--- src/hw/gpcfg_pkg.sv ---
// Shared constants, field layout and carrier types of the pin function configuration block.
package gpcfg_pkg;

  // ==========================================================================
  // Timing
  localparam int unsigned GPCFG_CLK_PS = 8000;
  localparam int unsigned GPCFG_GLITCH_NS = 40;
  // Least time, so round up to whole cycles.
  localparam int unsigned GPCFG_GLITCH_CYC = (GPCFG_GLITCH_NS * 1000 + GPCFG_CLK_PS - 1) / GPCFG_CLK_PS;

  // ==========================================================================
  // Register map, byte addresses
  localparam logic [7:0] GPCFG_OFS_CFG = 8'h88;
  localparam logic [7:0] GPCFG_OFS_IRQ_STS = 8'h58;
  localparam logic [7:0] GPCFG_OFS_IRQ_EN = 8'h5C;
  localparam logic [31:0] GPCFG_CFG_RST = 32'h0000_0000;
  localparam logic [31:0] GPCFG_CFG_WMASK = 32'h7777_071F;
  localparam logic [2:0] GPCFG_IRQ_RST = 3'h0;

  // ==========================================================================
  // Field positions in the configuration word
  localparam int unsigned GPCFG_LED_LSB = 28;
  localparam int unsigned GPCFG_POL_LSB = 24;
  localparam int unsigned GPCFG_ROM_LSB = 20;
  localparam int unsigned GPCFG_DRV_LSB = 16;
  localparam int unsigned GPCFG_DIR_LSB = 8;
  localparam int unsigned GPCFG_GPO_LSB = 3;
  localparam int unsigned GPCFG_DAT_LSB = 0;

  // ==========================================================================
  // Serial ROM pin selection codes
  localparam logic [2:0] GPCFG_ROM_EE = 3'h0;
  localparam logic [2:0] GPCFG_ROM_GPO = 3'h1;
  localparam logic [2:0] GPCFG_ROM_OUTPUT_ONLY_PIN_3_DV = 3'h3;
  localparam logic [2:0] GPCFG_ROM_TXEN_OUTPUT_ONLY_PIN_4 = 3'h5;
  localparam logic [2:0] GPCFG_ROM_TXEN_DV = 3'h6;
  localparam logic [2:0] GPCFG_ROM_CLKS = 3'h7;

  // ==========================================================================
  // Carriers
  typedef struct packed {
    logic [2:0] indicator_output_select;
    logic [2:0] pin_irq_level_polarity;
    logic [2:0] serial_rom_pin_select;
    logic [2:0] pin_driver_type;
    logic [2:0] pin_direction;
    logic [1:0] output_only_data;
    logic [2:0] pin_data;
  } gpcfg_cfg_t;

  typedef struct packed {
    logic dout;
    logic doe;
    logic clk;
  } gpcfg_rom_t;

  typedef struct packed {
    logic tx_en;
    logic rx_dv;
    logic tx_clk;
    logic rx_clk;
  } gpcfg_dbg_t;

  function automatic gpcfg_cfg_t gpcfg_unpack(input logic [31:0] w);
    gpcfg_cfg_t c;
    c.indicator_output_select = w[GPCFG_LED_LSB +: 3];
    c.pin_irq_level_polarity = w[GPCFG_POL_LSB +: 3];
    c.serial_rom_pin_select = w[GPCFG_ROM_LSB +: 3];
    c.pin_driver_type = w[GPCFG_DRV_LSB +: 3];
    c.pin_direction = w[GPCFG_DIR_LSB +: 3];
    c.output_only_data = w[GPCFG_GPO_LSB +: 2];
    c.pin_data = w[GPCFG_DAT_LSB +: 3];
    return c;
  endfunction

  function automatic logic [31:0] gpcfg_pack(input gpcfg_cfg_t c);
    logic [31:0] w;
    w = 32'h0000_0000;
    w[GPCFG_LED_LSB +: 3] = c.indicator_output_select;
    w[GPCFG_POL_LSB +: 3] = c.pin_irq_level_polarity;
    w[GPCFG_ROM_LSB +: 3] = c.serial_rom_pin_select;
    w[GPCFG_DRV_LSB +: 3] = c.pin_driver_type;
    w[GPCFG_DIR_LSB +: 3] = c.pin_direction;
    w[GPCFG_GPO_LSB +: 2] = c.output_only_data;
    w[GPCFG_DAT_LSB +: 3] = c.pin_data;
    return w;
  endfunction

endpackage

--- src/hw/gpcfg_filter.sv ---
// Per-pin persistence filter that hides pulses not longer than the glitch time.
`timescale 1ns/1ns
module gpcfg_filter
  import gpcfg_pkg::*;
#(
  parameter int unsigned N = 3,
  parameter int unsigned CYC = GPCFG_GLITCH_CYC
) (
  input logic clk_sys,
  input logic rst_n,
  input logic [N-1:0] raw,
  output logic [N-1:0] stable
);

  // ==========================================================================
  // Counters
  logic [N-1:0] stable_r;
  logic [N-1:0] stable_nxt;
  logic [7:0] cnt_r [N];
  logic [7:0] cnt_nxt [N];

  // A level is taken over only after CYC+1 equal samples, i.e. longer than the glitch time.
  always_comb begin
    stable_nxt = stable_r;
    for (int i = 0; i < N; i++) begin
      cnt_nxt[i] = 8'h00;
      if (raw[i] != stable_r[i]) begin
        if (cnt_r[i] == 8'(CYC)) begin
          stable_nxt[i] = raw[i];
        end else begin
          cnt_nxt[i] = cnt_r[i] + 8'h01;
        end
      end
    end
  end

  // Filtered levels start at the released-pin level, so leaving reset by itself raises no status.
  always_ff @(posedge clk_sys) begin
    if (!rst_n) begin
      stable_r <= '1;
      for (int i = 0; i < N; i++) begin
        cnt_r[i] <= 8'h00;
      end
    end else begin
      stable_r <= stable_nxt;
      for (int i = 0; i < N; i++) begin
        cnt_r[i] <= cnt_nxt[i];
      end
    end
  end

  assign stable = stable_r;

  // ==========================================================================
  // Checks
  a_filter_persist: assert property (@(posedge clk_sys) disable iff (!rst_n)
    $changed(stable_r[0]) |-> ($past(raw[0], 1) == stable_r[0]) && ($past(raw[0], 6) == stable_r[0]))
    else $error("Filtered level changed without a persistent input.");

endmodule

--- src/hw/gpcfg_top.sv ---
// Pin function configuration register with general pin, indicator and serial ROM pin routing.
//
// What this block does
// - Indicator select bit makes shared pin an indicator output, else general pin.
// - Polarity set: high level on general pin sets its interrupt status bit.
// - Polarity clear: low level on general pin sets its interrupt status bit.
// - Pin interrupt reaches host only when its enable bit is set.
// - Interrupt level counts only after persisting longer than 40 ns.
// - Serial ROM select field routes ROM data and clock pins per code table.
// - Driver type bit set means push-pull, clear means open-drain.
// - Direction bit set makes the general pin an output, clear an input.
// - Output-only data bits drive output-only pins 3 and 4.
// - General pin configured as output drives its written data bit.
// - Reading general data bits returns sampled pin levels, not written values.
//
// The Avalon-MM slave port is this design's own decision.
`timescale 1ns/1ns
module gpcfg_top
  import gpcfg_pkg::*;
(
  input logic clk_sys,
  input logic rst_n,
  input logic [7:0] avs_address,
  input logic avs_read,
  input logic avs_write,
  input logic [31:0] avs_writedata,
  input logic [3:0] avs_byteenable,
  output logic [31:0] avs_readdata,
  output logic avs_waitrequest,
  input logic [2:0] pin_data_in,
  output logic [2:0] pin_data_out,
  output logic [2:0] pin_data_oe,
  input logic [2:0] indicator_src,
  input gpcfg_rom_t rom_ctl,
  input gpcfg_dbg_t dbg,
  output logic serial_rom_data_pin_out,
  output logic serial_rom_data_pin_oe,
  output logic serial_rom_clock_pin_out,
  output logic [2:0] irq_status_out,
  output logic pin_irq_req
);

  // ==========================================================================
  // Bus slave
  logic wait_r;
  logic wait_nxt;
  logic [31:0] rdata_r;
  logic [31:0] rdata_nxt;
  logic [31:0] cfg_word_r;
  logic [31:0] cfg_word_nxt;
  logic [2:0] irq_en_r;
  logic [2:0] irq_en_nxt;
  logic [2:0] irq_status_reg_r;
  logic [2:0] irq_status_reg_nxt;
  logic [31:0] be_mask;
  logic req;
  logic commit_wr;
  gpcfg_cfg_t cfg;
  logic [2:0] lvl_filt;
  logic [2:0] lvl_match;

  assign cfg = gpcfg_unpack(cfg_word_r);
  assign req = avs_read || avs_write;
  // Writes land only at the edge where waitrequest is seen low.
  assign commit_wr = avs_write && !wait_r;
  assign be_mask = {{8{avs_byteenable[3]}}, {8{avs_byteenable[2]}}, {8{avs_byteenable[1]}}, {8{avs_byteenable[0]}}};

  always_comb begin
    wait_nxt = !(req && wait_r);
    rdata_nxt = rdata_r;
    cfg_word_nxt = cfg_word_r;
    irq_en_nxt = irq_en_r;
    if (avs_read && wait_r) begin
      if (avs_address == GPCFG_OFS_CFG) begin
        rdata_nxt = {cfg_word_r[31:3], pin_data_in};
      end else if (avs_address == GPCFG_OFS_IRQ_STS) begin
        rdata_nxt = {29'h0000_0000, irq_status_reg_r};
      end else if (avs_address == GPCFG_OFS_IRQ_EN) begin
        rdata_nxt = {29'h0000_0000, irq_en_r};
      end else begin
        rdata_nxt = 32'h0000_0000;
      end
    end
    if (commit_wr) begin
      if (avs_address == GPCFG_OFS_CFG) begin
        cfg_word_nxt = ((cfg_word_r & ~be_mask) | (avs_writedata & be_mask)) & GPCFG_CFG_WMASK;
      end else if (avs_address == GPCFG_OFS_IRQ_EN && avs_byteenable[0]) begin
        irq_en_nxt = avs_writedata[2:0];
      end
    end
  end

  always_ff @(posedge clk_sys) begin
    if (!rst_n) begin
      wait_r <= 1'b1;
      rdata_r <= 32'h0000_0000;
      cfg_word_r <= GPCFG_CFG_RST;
      irq_en_r <= GPCFG_IRQ_RST;
    end else begin
      wait_r <= wait_nxt;
      rdata_r <= rdata_nxt;
      cfg_word_r <= cfg_word_nxt;
      irq_en_r <= irq_en_nxt;
    end
  end

  // ==========================================================================
  // Pin interrupt levels
  gpcfg_filter #(
    .N(3),
    .CYC(GPCFG_GLITCH_CYC)
  ) u_filter (
    .clk_sys(clk_sys),
    .rst_n(rst_n),
    .raw(pin_data_in),
    .stable(lvl_filt)
  );

  // Polarity picks the active level; pins in indicator use raise nothing.
  assign lvl_match = ~(lvl_filt ^ cfg.pin_irq_level_polarity) & ~cfg.indicator_output_select;

  logic irq_r;
  logic irq_nxt;

  always_comb begin
    irq_status_reg_nxt = irq_status_reg_r;
    if (commit_wr && avs_address == GPCFG_OFS_IRQ_STS && avs_byteenable[0]) begin
      irq_status_reg_nxt = irq_status_reg_r & ~avs_writedata[2:0];
    end
    // A level seen in the clearing cycle wins over the clear.
    irq_status_reg_nxt = irq_status_reg_nxt | lvl_match;
    irq_nxt = |(irq_status_reg_r & irq_en_r);
  end

  always_ff @(posedge clk_sys) begin
    if (!rst_n) begin
      irq_status_reg_r <= GPCFG_IRQ_RST;
      irq_r <= 1'b0;
    end else begin
      irq_status_reg_r <= irq_status_reg_nxt;
      irq_r <= irq_nxt;
    end
  end

  // ==========================================================================
  // Pin drivers
  logic [2:0] pout_r;
  logic [2:0] pout_nxt;
  logic [2:0] poe_r;
  logic [2:0] poe_nxt;
  logic rdo_r;
  logic rdo_nxt;
  logic rdoe_r;
  logic rdoe_nxt;
  logic rck_r;
  logic rck_nxt;

  always_comb begin
    for (int i = 0; i < 3; i++) begin
      pout_nxt[i] = 1'b0;
      poe_nxt[i] = 1'b0;
      if (cfg.indicator_output_select[i]) begin
        pout_nxt[i] = indicator_src[i];
        poe_nxt[i] = 1'b1;
      end else if (cfg.pin_direction[i]) begin
        if (cfg.pin_driver_type[i]) begin
          pout_nxt[i] = cfg.pin_data[i];
          poe_nxt[i] = 1'b1;
        end else begin
          poe_nxt[i] = !cfg.pin_data[i];
        end
      end
    end
    // Clock routes pass through one flop, so they lag by a cycle of the system clock.
    rdo_nxt = 1'b0;
    rdoe_nxt = 1'b0;
    rck_nxt = 1'b0;
    case (cfg.serial_rom_pin_select)
      GPCFG_ROM_EE: begin
        rdo_nxt = rom_ctl.dout;
        rdoe_nxt = rom_ctl.doe;
        rck_nxt = rom_ctl.clk;
      end
      GPCFG_ROM_GPO: begin
        rdo_nxt = cfg.output_only_data[0];
        rdoe_nxt = 1'b1;
        rck_nxt = cfg.output_only_data[1];
      end
      GPCFG_ROM_OUTPUT_ONLY_PIN_3_DV: begin
        rdo_nxt = cfg.output_only_data[0];
        rdoe_nxt = 1'b1;
        rck_nxt = dbg.rx_dv;
      end
      GPCFG_ROM_TXEN_OUTPUT_ONLY_PIN_4: begin
        rdo_nxt = dbg.tx_en;
        rdoe_nxt = 1'b1;
        rck_nxt = cfg.output_only_data[1];
      end
      GPCFG_ROM_TXEN_DV: begin
        rdo_nxt = dbg.tx_en;
        rdoe_nxt = 1'b1;
        rck_nxt = dbg.rx_dv;
      end
      GPCFG_ROM_CLKS: begin
        rdo_nxt = dbg.tx_clk;
        rdoe_nxt = 1'b1;
        rck_nxt = dbg.rx_clk;
      end
      // Reserved codes leave the data pin released and the clock pin low.
      default: begin
        rdoe_nxt = 1'b0;
      end
    endcase
  end

  always_ff @(posedge clk_sys) begin
    if (!rst_n) begin
      pout_r <= 3'h0;
      poe_r <= 3'h0;
      rdo_r <= 1'b0;
      rdoe_r <= 1'b0;
      rck_r <= 1'b0;
    end else begin
      pout_r <= pout_nxt;
      poe_r <= poe_nxt;
      rdo_r <= rdo_nxt;
      rdoe_r <= rdoe_nxt;
      rck_r <= rck_nxt;
    end
  end

  assign avs_waitrequest = wait_r;
  assign avs_readdata = rdata_r;
  assign pin_data_out = pout_r;
  assign pin_data_oe = poe_r;
  assign serial_rom_data_pin_out = rdo_r;
  assign serial_rom_data_pin_oe = rdoe_r;
  assign serial_rom_clock_pin_out = rck_r;
  assign irq_status_out = irq_status_reg_r;
  assign pin_irq_req = irq_r;

  // ==========================================================================
  // Checks
  a_bus_answer: assert property (@(posedge clk_sys) disable iff (!rst_n)
    req && wait_r |=> !wait_r ##1 wait_r)
    else $error("Bus request not answered in one cycle.");

  a_read_pins: assert property (@(posedge clk_sys) disable iff (!rst_n)
    avs_read && !wait_r && avs_address == GPCFG_OFS_CFG |-> rdata_r[2:0] == $past(pin_data_in))
    else $error("Data bits did not return the sampled pin levels.");

  a_rsvd_zero: assert property (@(posedge clk_sys) disable iff (!rst_n)
    (cfg_word_r & ~GPCFG_CFG_WMASK) == 32'h0000_0000)
    else $error("Reserved configuration bit became set.");

  a_led_drive: assert property (@(posedge clk_sys) disable iff (!rst_n)
    cfg.indicator_output_select[1] |=> poe_r[1] && pout_r[1] == $past(indicator_src[1]))
    else $error("Indicator pin not driven from its source.");

  a_push_pull: assert property (@(posedge clk_sys) disable iff (!rst_n)
    !cfg.indicator_output_select[0] && cfg.pin_direction[0] && cfg.pin_driver_type[0]
    |=> poe_r[0] && pout_r[0] == $past(cfg.pin_data[0]))
    else $error("Push-pull output does not follow its data bit.");

  a_open_drain: assert property (@(posedge clk_sys) disable iff (!rst_n)
    !cfg.indicator_output_select[2] && cfg.pin_direction[2] && !cfg.pin_driver_type[2]
    |=> !pout_r[2] && poe_r[2] == !$past(cfg.pin_data[2]))
    else $error("Open-drain output drives wrong level.");

  a_input_hiz: assert property (@(posedge clk_sys) disable iff (!rst_n)
    !cfg.indicator_output_select[0] && !cfg.pin_direction[0] |=> !poe_r[0])
    else $error("Input pin is being driven.");

  a_irq_level: assert property (@(posedge clk_sys) disable iff (!rst_n)
    lvl_match[1] |=> irq_status_reg_r[1])
    else $error("Active pin level did not set its status bit.");

  a_irq_gate: assert property (@(posedge clk_sys) disable iff (!rst_n)
    irq_en_r == 3'h0 |=> !irq_r)
    else $error("Interrupt raised with all enables clear.");

  a_rom_route: assert property (@(posedge clk_sys) disable iff (!rst_n)
    cfg.serial_rom_pin_select == GPCFG_ROM_GPO
    |=> rdoe_r && rdo_r == $past(cfg.output_only_data[0]) && rck_r == $past(cfg.output_only_data[1]))
    else $error("Output-only pins not routed to serial ROM pins.");

  c_led_mode: cover property (@(posedge clk_sys) disable iff (!rst_n) cfg.indicator_output_select != 3'h0);
  c_irq_set: cover property (@(posedge clk_sys) disable iff (!rst_n) pin_irq_req);
  c_rom_clks: cover property (@(posedge clk_sys) disable iff (!rst_n) cfg.serial_rom_pin_select == GPCFG_ROM_CLKS);

endmodule

--- config.mk ---
export PLATFORM = sky130hd
export DESIGN_NAME = gpcfg_top
export DESIGN_NICKNAME = d
export VERILOG_FILES = /design/src/hw/gpcfg_pkg.sv /design/src/hw/gpcfg_filter.sv /design/src/hw/gpcfg_top.sv
export SDC_FILE = /design/constraint.sdc
export NUM_CORES = 1
export LEC_CHECK = 0
export BUFFER_PORTS_ARGS = -buffer_cell sky130_fd_sc_hd__buf_2
export CAP_MARGIN = 30
export CORE_MARGIN = 5
export CORE_UTILIZATION = 30
export CTS_CLUSTER_DIAMETER = 200
export DETAILED_ROUTE_END_ITERATION = 10
export MAX_ROUTING_LAYER = met4
export SYNTH_ARGS = -nofsm -noshare
export SYNTH_HDL_FRONTEND = slang
export SYNTH_HIERARCHICAL = 1
export SYNTH_SLANG_ARGS = --single-unit
--- constraint.sdc ---
create_clock -name clk_sys -period 1.2 [get_ports clk_sys]
set_input_delay 0.12 -clock clk_sys [delete_from_list [all_inputs] [get_ports clk_sys]]
set_output_delay 0.12 -clock clk_sys [all_outputs]
set_load 0.05 [all_outputs]
# Word level (Yosys, flattened, before mapping)
# Memories as Yosys holds them, arrays and structs flattened.
# Index checks and enable logic that the tools add are counted.
# Widths: inputs -> output; s select.
# classes
addsub	3
eq_ne	14
mux	36
n_bitwise	16
reduce_logical	24
# op_table
op	count
$mux 8	9
$and 31x31->31	2
$mux 31	1
$not 31->31	1
$or 31x31->31	1
$add 8x1->8 const B	3
$eq 8x3->1 const B	3
$mux 1	20
$eq 8x7->1 const B	2
$and 3x3->3	3
$eq 3x3->1 const B	3
$mux 3	3
$not 3->3	3
$eq 8x8->1 const B	1
$pmux 1 s4	2
$reduce_and 2->1	4
$reduce_or 2->1	4
$logic_and 1x1->1	6
$logic_not 1->1	5
$reduce_or 5->1	1
$eq 3x1->1 const B	1
$eq 3x2->1 const B	1
$logic_not 3->1	1
$ne 1x1->1	3
other kinds (8)	10
# word_totals
reg_bits	72
mem_bits_rw	24
in_bits	61
output_inout_bits	46
elab_cells	108
n_memories	1
# mem_list
name	depth	word_bits	rd	rd_clocked_by_memory_dff	wr	line	rtl
u_filter.cnt_r	3	8	3	0	3	gpcfg_filter.sv:19	logic [7:0] cnt_r [N];

# Longest topological paths before layout
# logic_depth
word_depth	6
ltp_mapped	6
mapped_depth_nobuf	5

# Cells and area by module
# The synthesis kept the hierarchy.
# by_module_without_submodules
module	instances	cells_per_inst	area_per_inst_um2	seq_area_each_um2
gpcfg_top	1	280	2529.9	1141.1
gpcfg_filter	1	131	1214.9	540.5

# Worst setup path before layout
# OpenSTA, ideal clock, no wires.
# synth_path
kind	register to register
startpoint	register wait_r (netlist: avs_waitrequest)
endpoint	register rdata_r[20] (netlist: avs_readdata[20])
setup_time_ns	0.070
arrival_ns	1.539
required_ns	1.130
slack_ns	-0.409
path_stages_with_launch	6
n_path_buf	2
synth_period_minus_slack_ns	1.609
cell_sequence	dfxtp_1 > and2_1 > buf_2 > buf_1 > nand4_1 > a21oi_1
# synth_between
elab_chain_cells	1
# synth_lines
element	line	rtl
start: declaration	gpcfg_top.sv:45	logic wait_r;
start signal: assignment	gpcfg_top.sv:100	wait_r <= wait_nxt;
$logic_and 1x1->1	gpcfg_top.sv:73	if (avs_read && wait_r) begin
end signal: assignment	gpcfg_top.sv:101	rdata_r <= rdata_nxt;
end: declaration	gpcfg_top.sv:47	logic [31:0] rdata_r;
# No other way between the ends.
# A chain may end at the register's enable or synchronous reset.

==> results.ini <==
[run_status]
violations = setup timing
status = finished, violations left

[die]
rows = 40
fp.dieH_microns = 121.7
die-area_sq_um = 14820
die_x_microns = 121.7
ios = 107
core_area_sq_um = 12110
initial_utilization_pct = 30.92

[placement]
place.detailed.hpwl_mm = 7.407
place.port_buffers = 82
dp_worst_setup_slack_ns = -0.1312
dp.cells = 680
routabilityCongestion = 0.8185

[setup_path]
worstPathMaxFanout = 3
rr_endpoint = u_filter/cnt_r[0][23]
slowest_delay_ns = 0.33
reg2regPathDepth = 6
crit_arrival_ns = 1.52
rrSetupSlack_ns = -0.12
critical-path-top-delay-family = simple AND/OR/NAND/NOR gates
cp-start-kind = flip-flop
cp_data_required_time_ns = 1.40
r2r_start = u_filter/cnt_r[0][17]
path_cells = inv_2, ha_4, nor4b_4, and4bb_2, buf_6, a211oi_2
slowest_stage = dfxtp_2
critPathKind = reg -> reg
cp-end-kind = flip-flop
crit_buf_inv = 2

[synth]
yosys.area.top_type = dfxtp_1
async_reset_ff_share_pct = 0
synth_area_per_cell_sq_um = 9.112
synthFlopType = dfxtp_1
ys_ff_latch = 84
synth.area.top_cells = dfxtp_1, nand2_1, mux2i_1, a21oi_1, nand4_1
synth_cells = 411
yosysUniqueCellTypes = 46
yosysSeqAreaShare_pct = 44.90
yosysTopAreaCellShare_pct = 44.90
synth_area_sq_um = 3745
synth_warnings = 6
synth_edf_count = 0

[grt]
grt_pass1_wl_mm = 16.38
grt.total_usage_pct = 14.10
grt_pass1_vias = 3491
antenna_found_initial = 0
grt_overflow = 0
grt_start_max_net_pins = 37

[detailed_routing]
num_vias = 3402
drt_first_pass_iters = 5
finalWirelength_mm = 10.24
initialDrtViolationCount = 160
drc = 0
antenna_left = 0
wl_per_cell_microns = 14.63
dr.max_layer_used = met4
route.met2.wl_mm = 5.056
wl_met3_microns = 569
wl_met1_mm = 4.487
viasPerCell = 4.860

[sta]
rsz0062_at_grt = yes
fin_crit_sh_pct = 109.9
holdWs_ns = 0.01196
clock_skew_ns = 0.007885
drv_slew = 0
min_period_ns = 1.319
setup_tns_ns = -0.9676
fin_ws_ns = -0.1188
setup_viol = 20
max_freq_mhz = 758.3
hold_violations = 0

[finish]
fill_cells = 1237
areaGrowthSynthToFinish_pct = 40.43
diodes = 0
final_cells = 700
nets = 594
layout-drive-gt1-share_pct = 39.10
post-route-util_pct = 43.42
final_cell_mix = buf_2, nand2_1, dfxtp_1
layout_commonest_cell = buf_2

[flow_run]
cap_violations = 0

[clocking]
clk_pin_slew_ns = 0.07
cts_num_sinks = 84
cts_root_buffer = clkbuf_16
cts_inserted_buffers = 9
cts-htree-levels = 3
worstSkewPairLatency_ns = 0.34
clock_path_buffers = 2
cts_tree = built

[pwr]
power_density_nw_per_um2 = 1190
ir_worst_vdd_mv = 0.6957
p_int_w = 0.004669
p_switching_w = 0.001589
power_frac_seq_pct = 45.1
p_sw_share_pct = 25.39
p_leak_nw = 2.183
clkPwrFrac_pct = 46.5
combinationalPowerShare_pct = 8.4

[hold_path]
hold_end = serial_rom_data_pin_oe
whs_path_depth = 3
hp-class = in -> reg
min_from = rom_ctl[1]

-- worst min-delay path: stages --
cell     delay, ns
buf_2         0.09
nand2_1       0.04
a21oi_1       0.05
-- stage by stage --
step	power, W	cell area, sq um
6_report	0.006258	5259
2_1_floorplan	0.003194	3856
4_1_cts	0.006302	5160
5_1_grt	0.006477	5259
3_3_place_gp	0.003359	4676
3_5_place_dp	0.003366	4676
-- timing repair --
item / in CTS / in global routing
cloned: 0 / 0
resized for setup: 32 / 24
setup endpoints to repair: 32 / 36
pin swaps: 17 / 14
hold endpoints to repair: 1 / 0
hold buffers: 2 / 0
buffers inserted: 2 / 0
-- area by class of cell --
class	instances	area, sq um	area share (%)
well taps	168	210.2	3.997
repair buffers	129	873.3	16.61
clock inverters	7	95.09	1.808
clock buffers	9	225.2	4.283
inverters	7	26.28	0.4996
flip-flops and latches	84	1709	32.50
multi-input cells	296	2120	40.30
-- routing by layer --
metal | up-vias | GRT usage (%)
li1 | 1667 | -
met1 | 1617 | 16.94
met2 | 107 | 24.04
met3 | 11 | 2.507
met4 | 0 | 4.412
met5 | - | -
-- worst max-delay path by stage --
| stage | from | endpoint | cells after the start |
|---|---|---|---|
| 2_1_floorplan | avs_waitrequest | avs_readdata[0] | 4 |
| 3_3_place_gp | u_filter/cnt_r[0][16] | u_filter/cnt_r[0][22] | 5 |
| 3_5_place_dp | u_filter/cnt_r[0][16] | u_filter/cnt_r[0][21] | 5 |
| 4_1_cts | u_filter/cnt_r[0][17] | u_filter/cnt_r[0][21] | 6 |
| 5_1_grt | u_filter/cnt_r[0][17] | u_filter/stable[2] | 5 |
| 6_report | u_filter/cnt_r[0][17] | u_filter/cnt_r[0][23] | 6 |
-- power groups by stage --
stage / clock network (W) / logic [W] / registers (W)
floorplan: 0 / 0.000281 / 0.00291
global route: 0.00309 / 0.000561 / 0.00283
finish: 0.00291 / 0.000524 / 0.00282
detailed placement: 0 / 0.000481 / 0.00288
CTS: 0.00297 / 0.000509 / 0.00282
global placement: 0 / 0.000475 / 0.00288
-- synthesized netlist by cell type (2+ instances only) --
master / count
dfxtp_1: 84
nand2_1: 78
a21oi_1: 34
mux2i_1: 26
nand4_1: 21
nor2_1: 16
buf_4: 15
clkbuf_1: 11
o21ai_0: 11
or3_1: 11
xor2_1: 11
nand3_1: 9
buf_2: 7
inv_1: 7
ha_1: 6
mux2_2: 5
a221o_1: 3
a41o_1: 3
and3_1: 3
and4_1: 3
nand2b_1: 3
nand4b_1: 3
nor2b_1: 3
nor3_1: 3
o31ai_1: 3
xnor2_1: 3
a211oi_1: 2
a221oi_1: 2
buf_1: 2
nand3_2: 2
nand4_2: 2
nand4bb_1: 2
nor4b_4: 2
o211ai_2: 2
o311ai_0: 2
-- logic make-up (layout without fill, tap and decap cells) --
family	Yosys count	count (layout)	share of synthesized area, %
simple gates	167	167	24.02
xor+xnor	14	14	3.274
other cells	1	12	0.1001
compound gates	66	66	11.29
mux	31	31	8.453
flops	84	84	44.90
buf+inv	42	152	5.947
fa+ha+maj	6	6	2.005
Note: power is estimated with default switching activity, not from simulation.
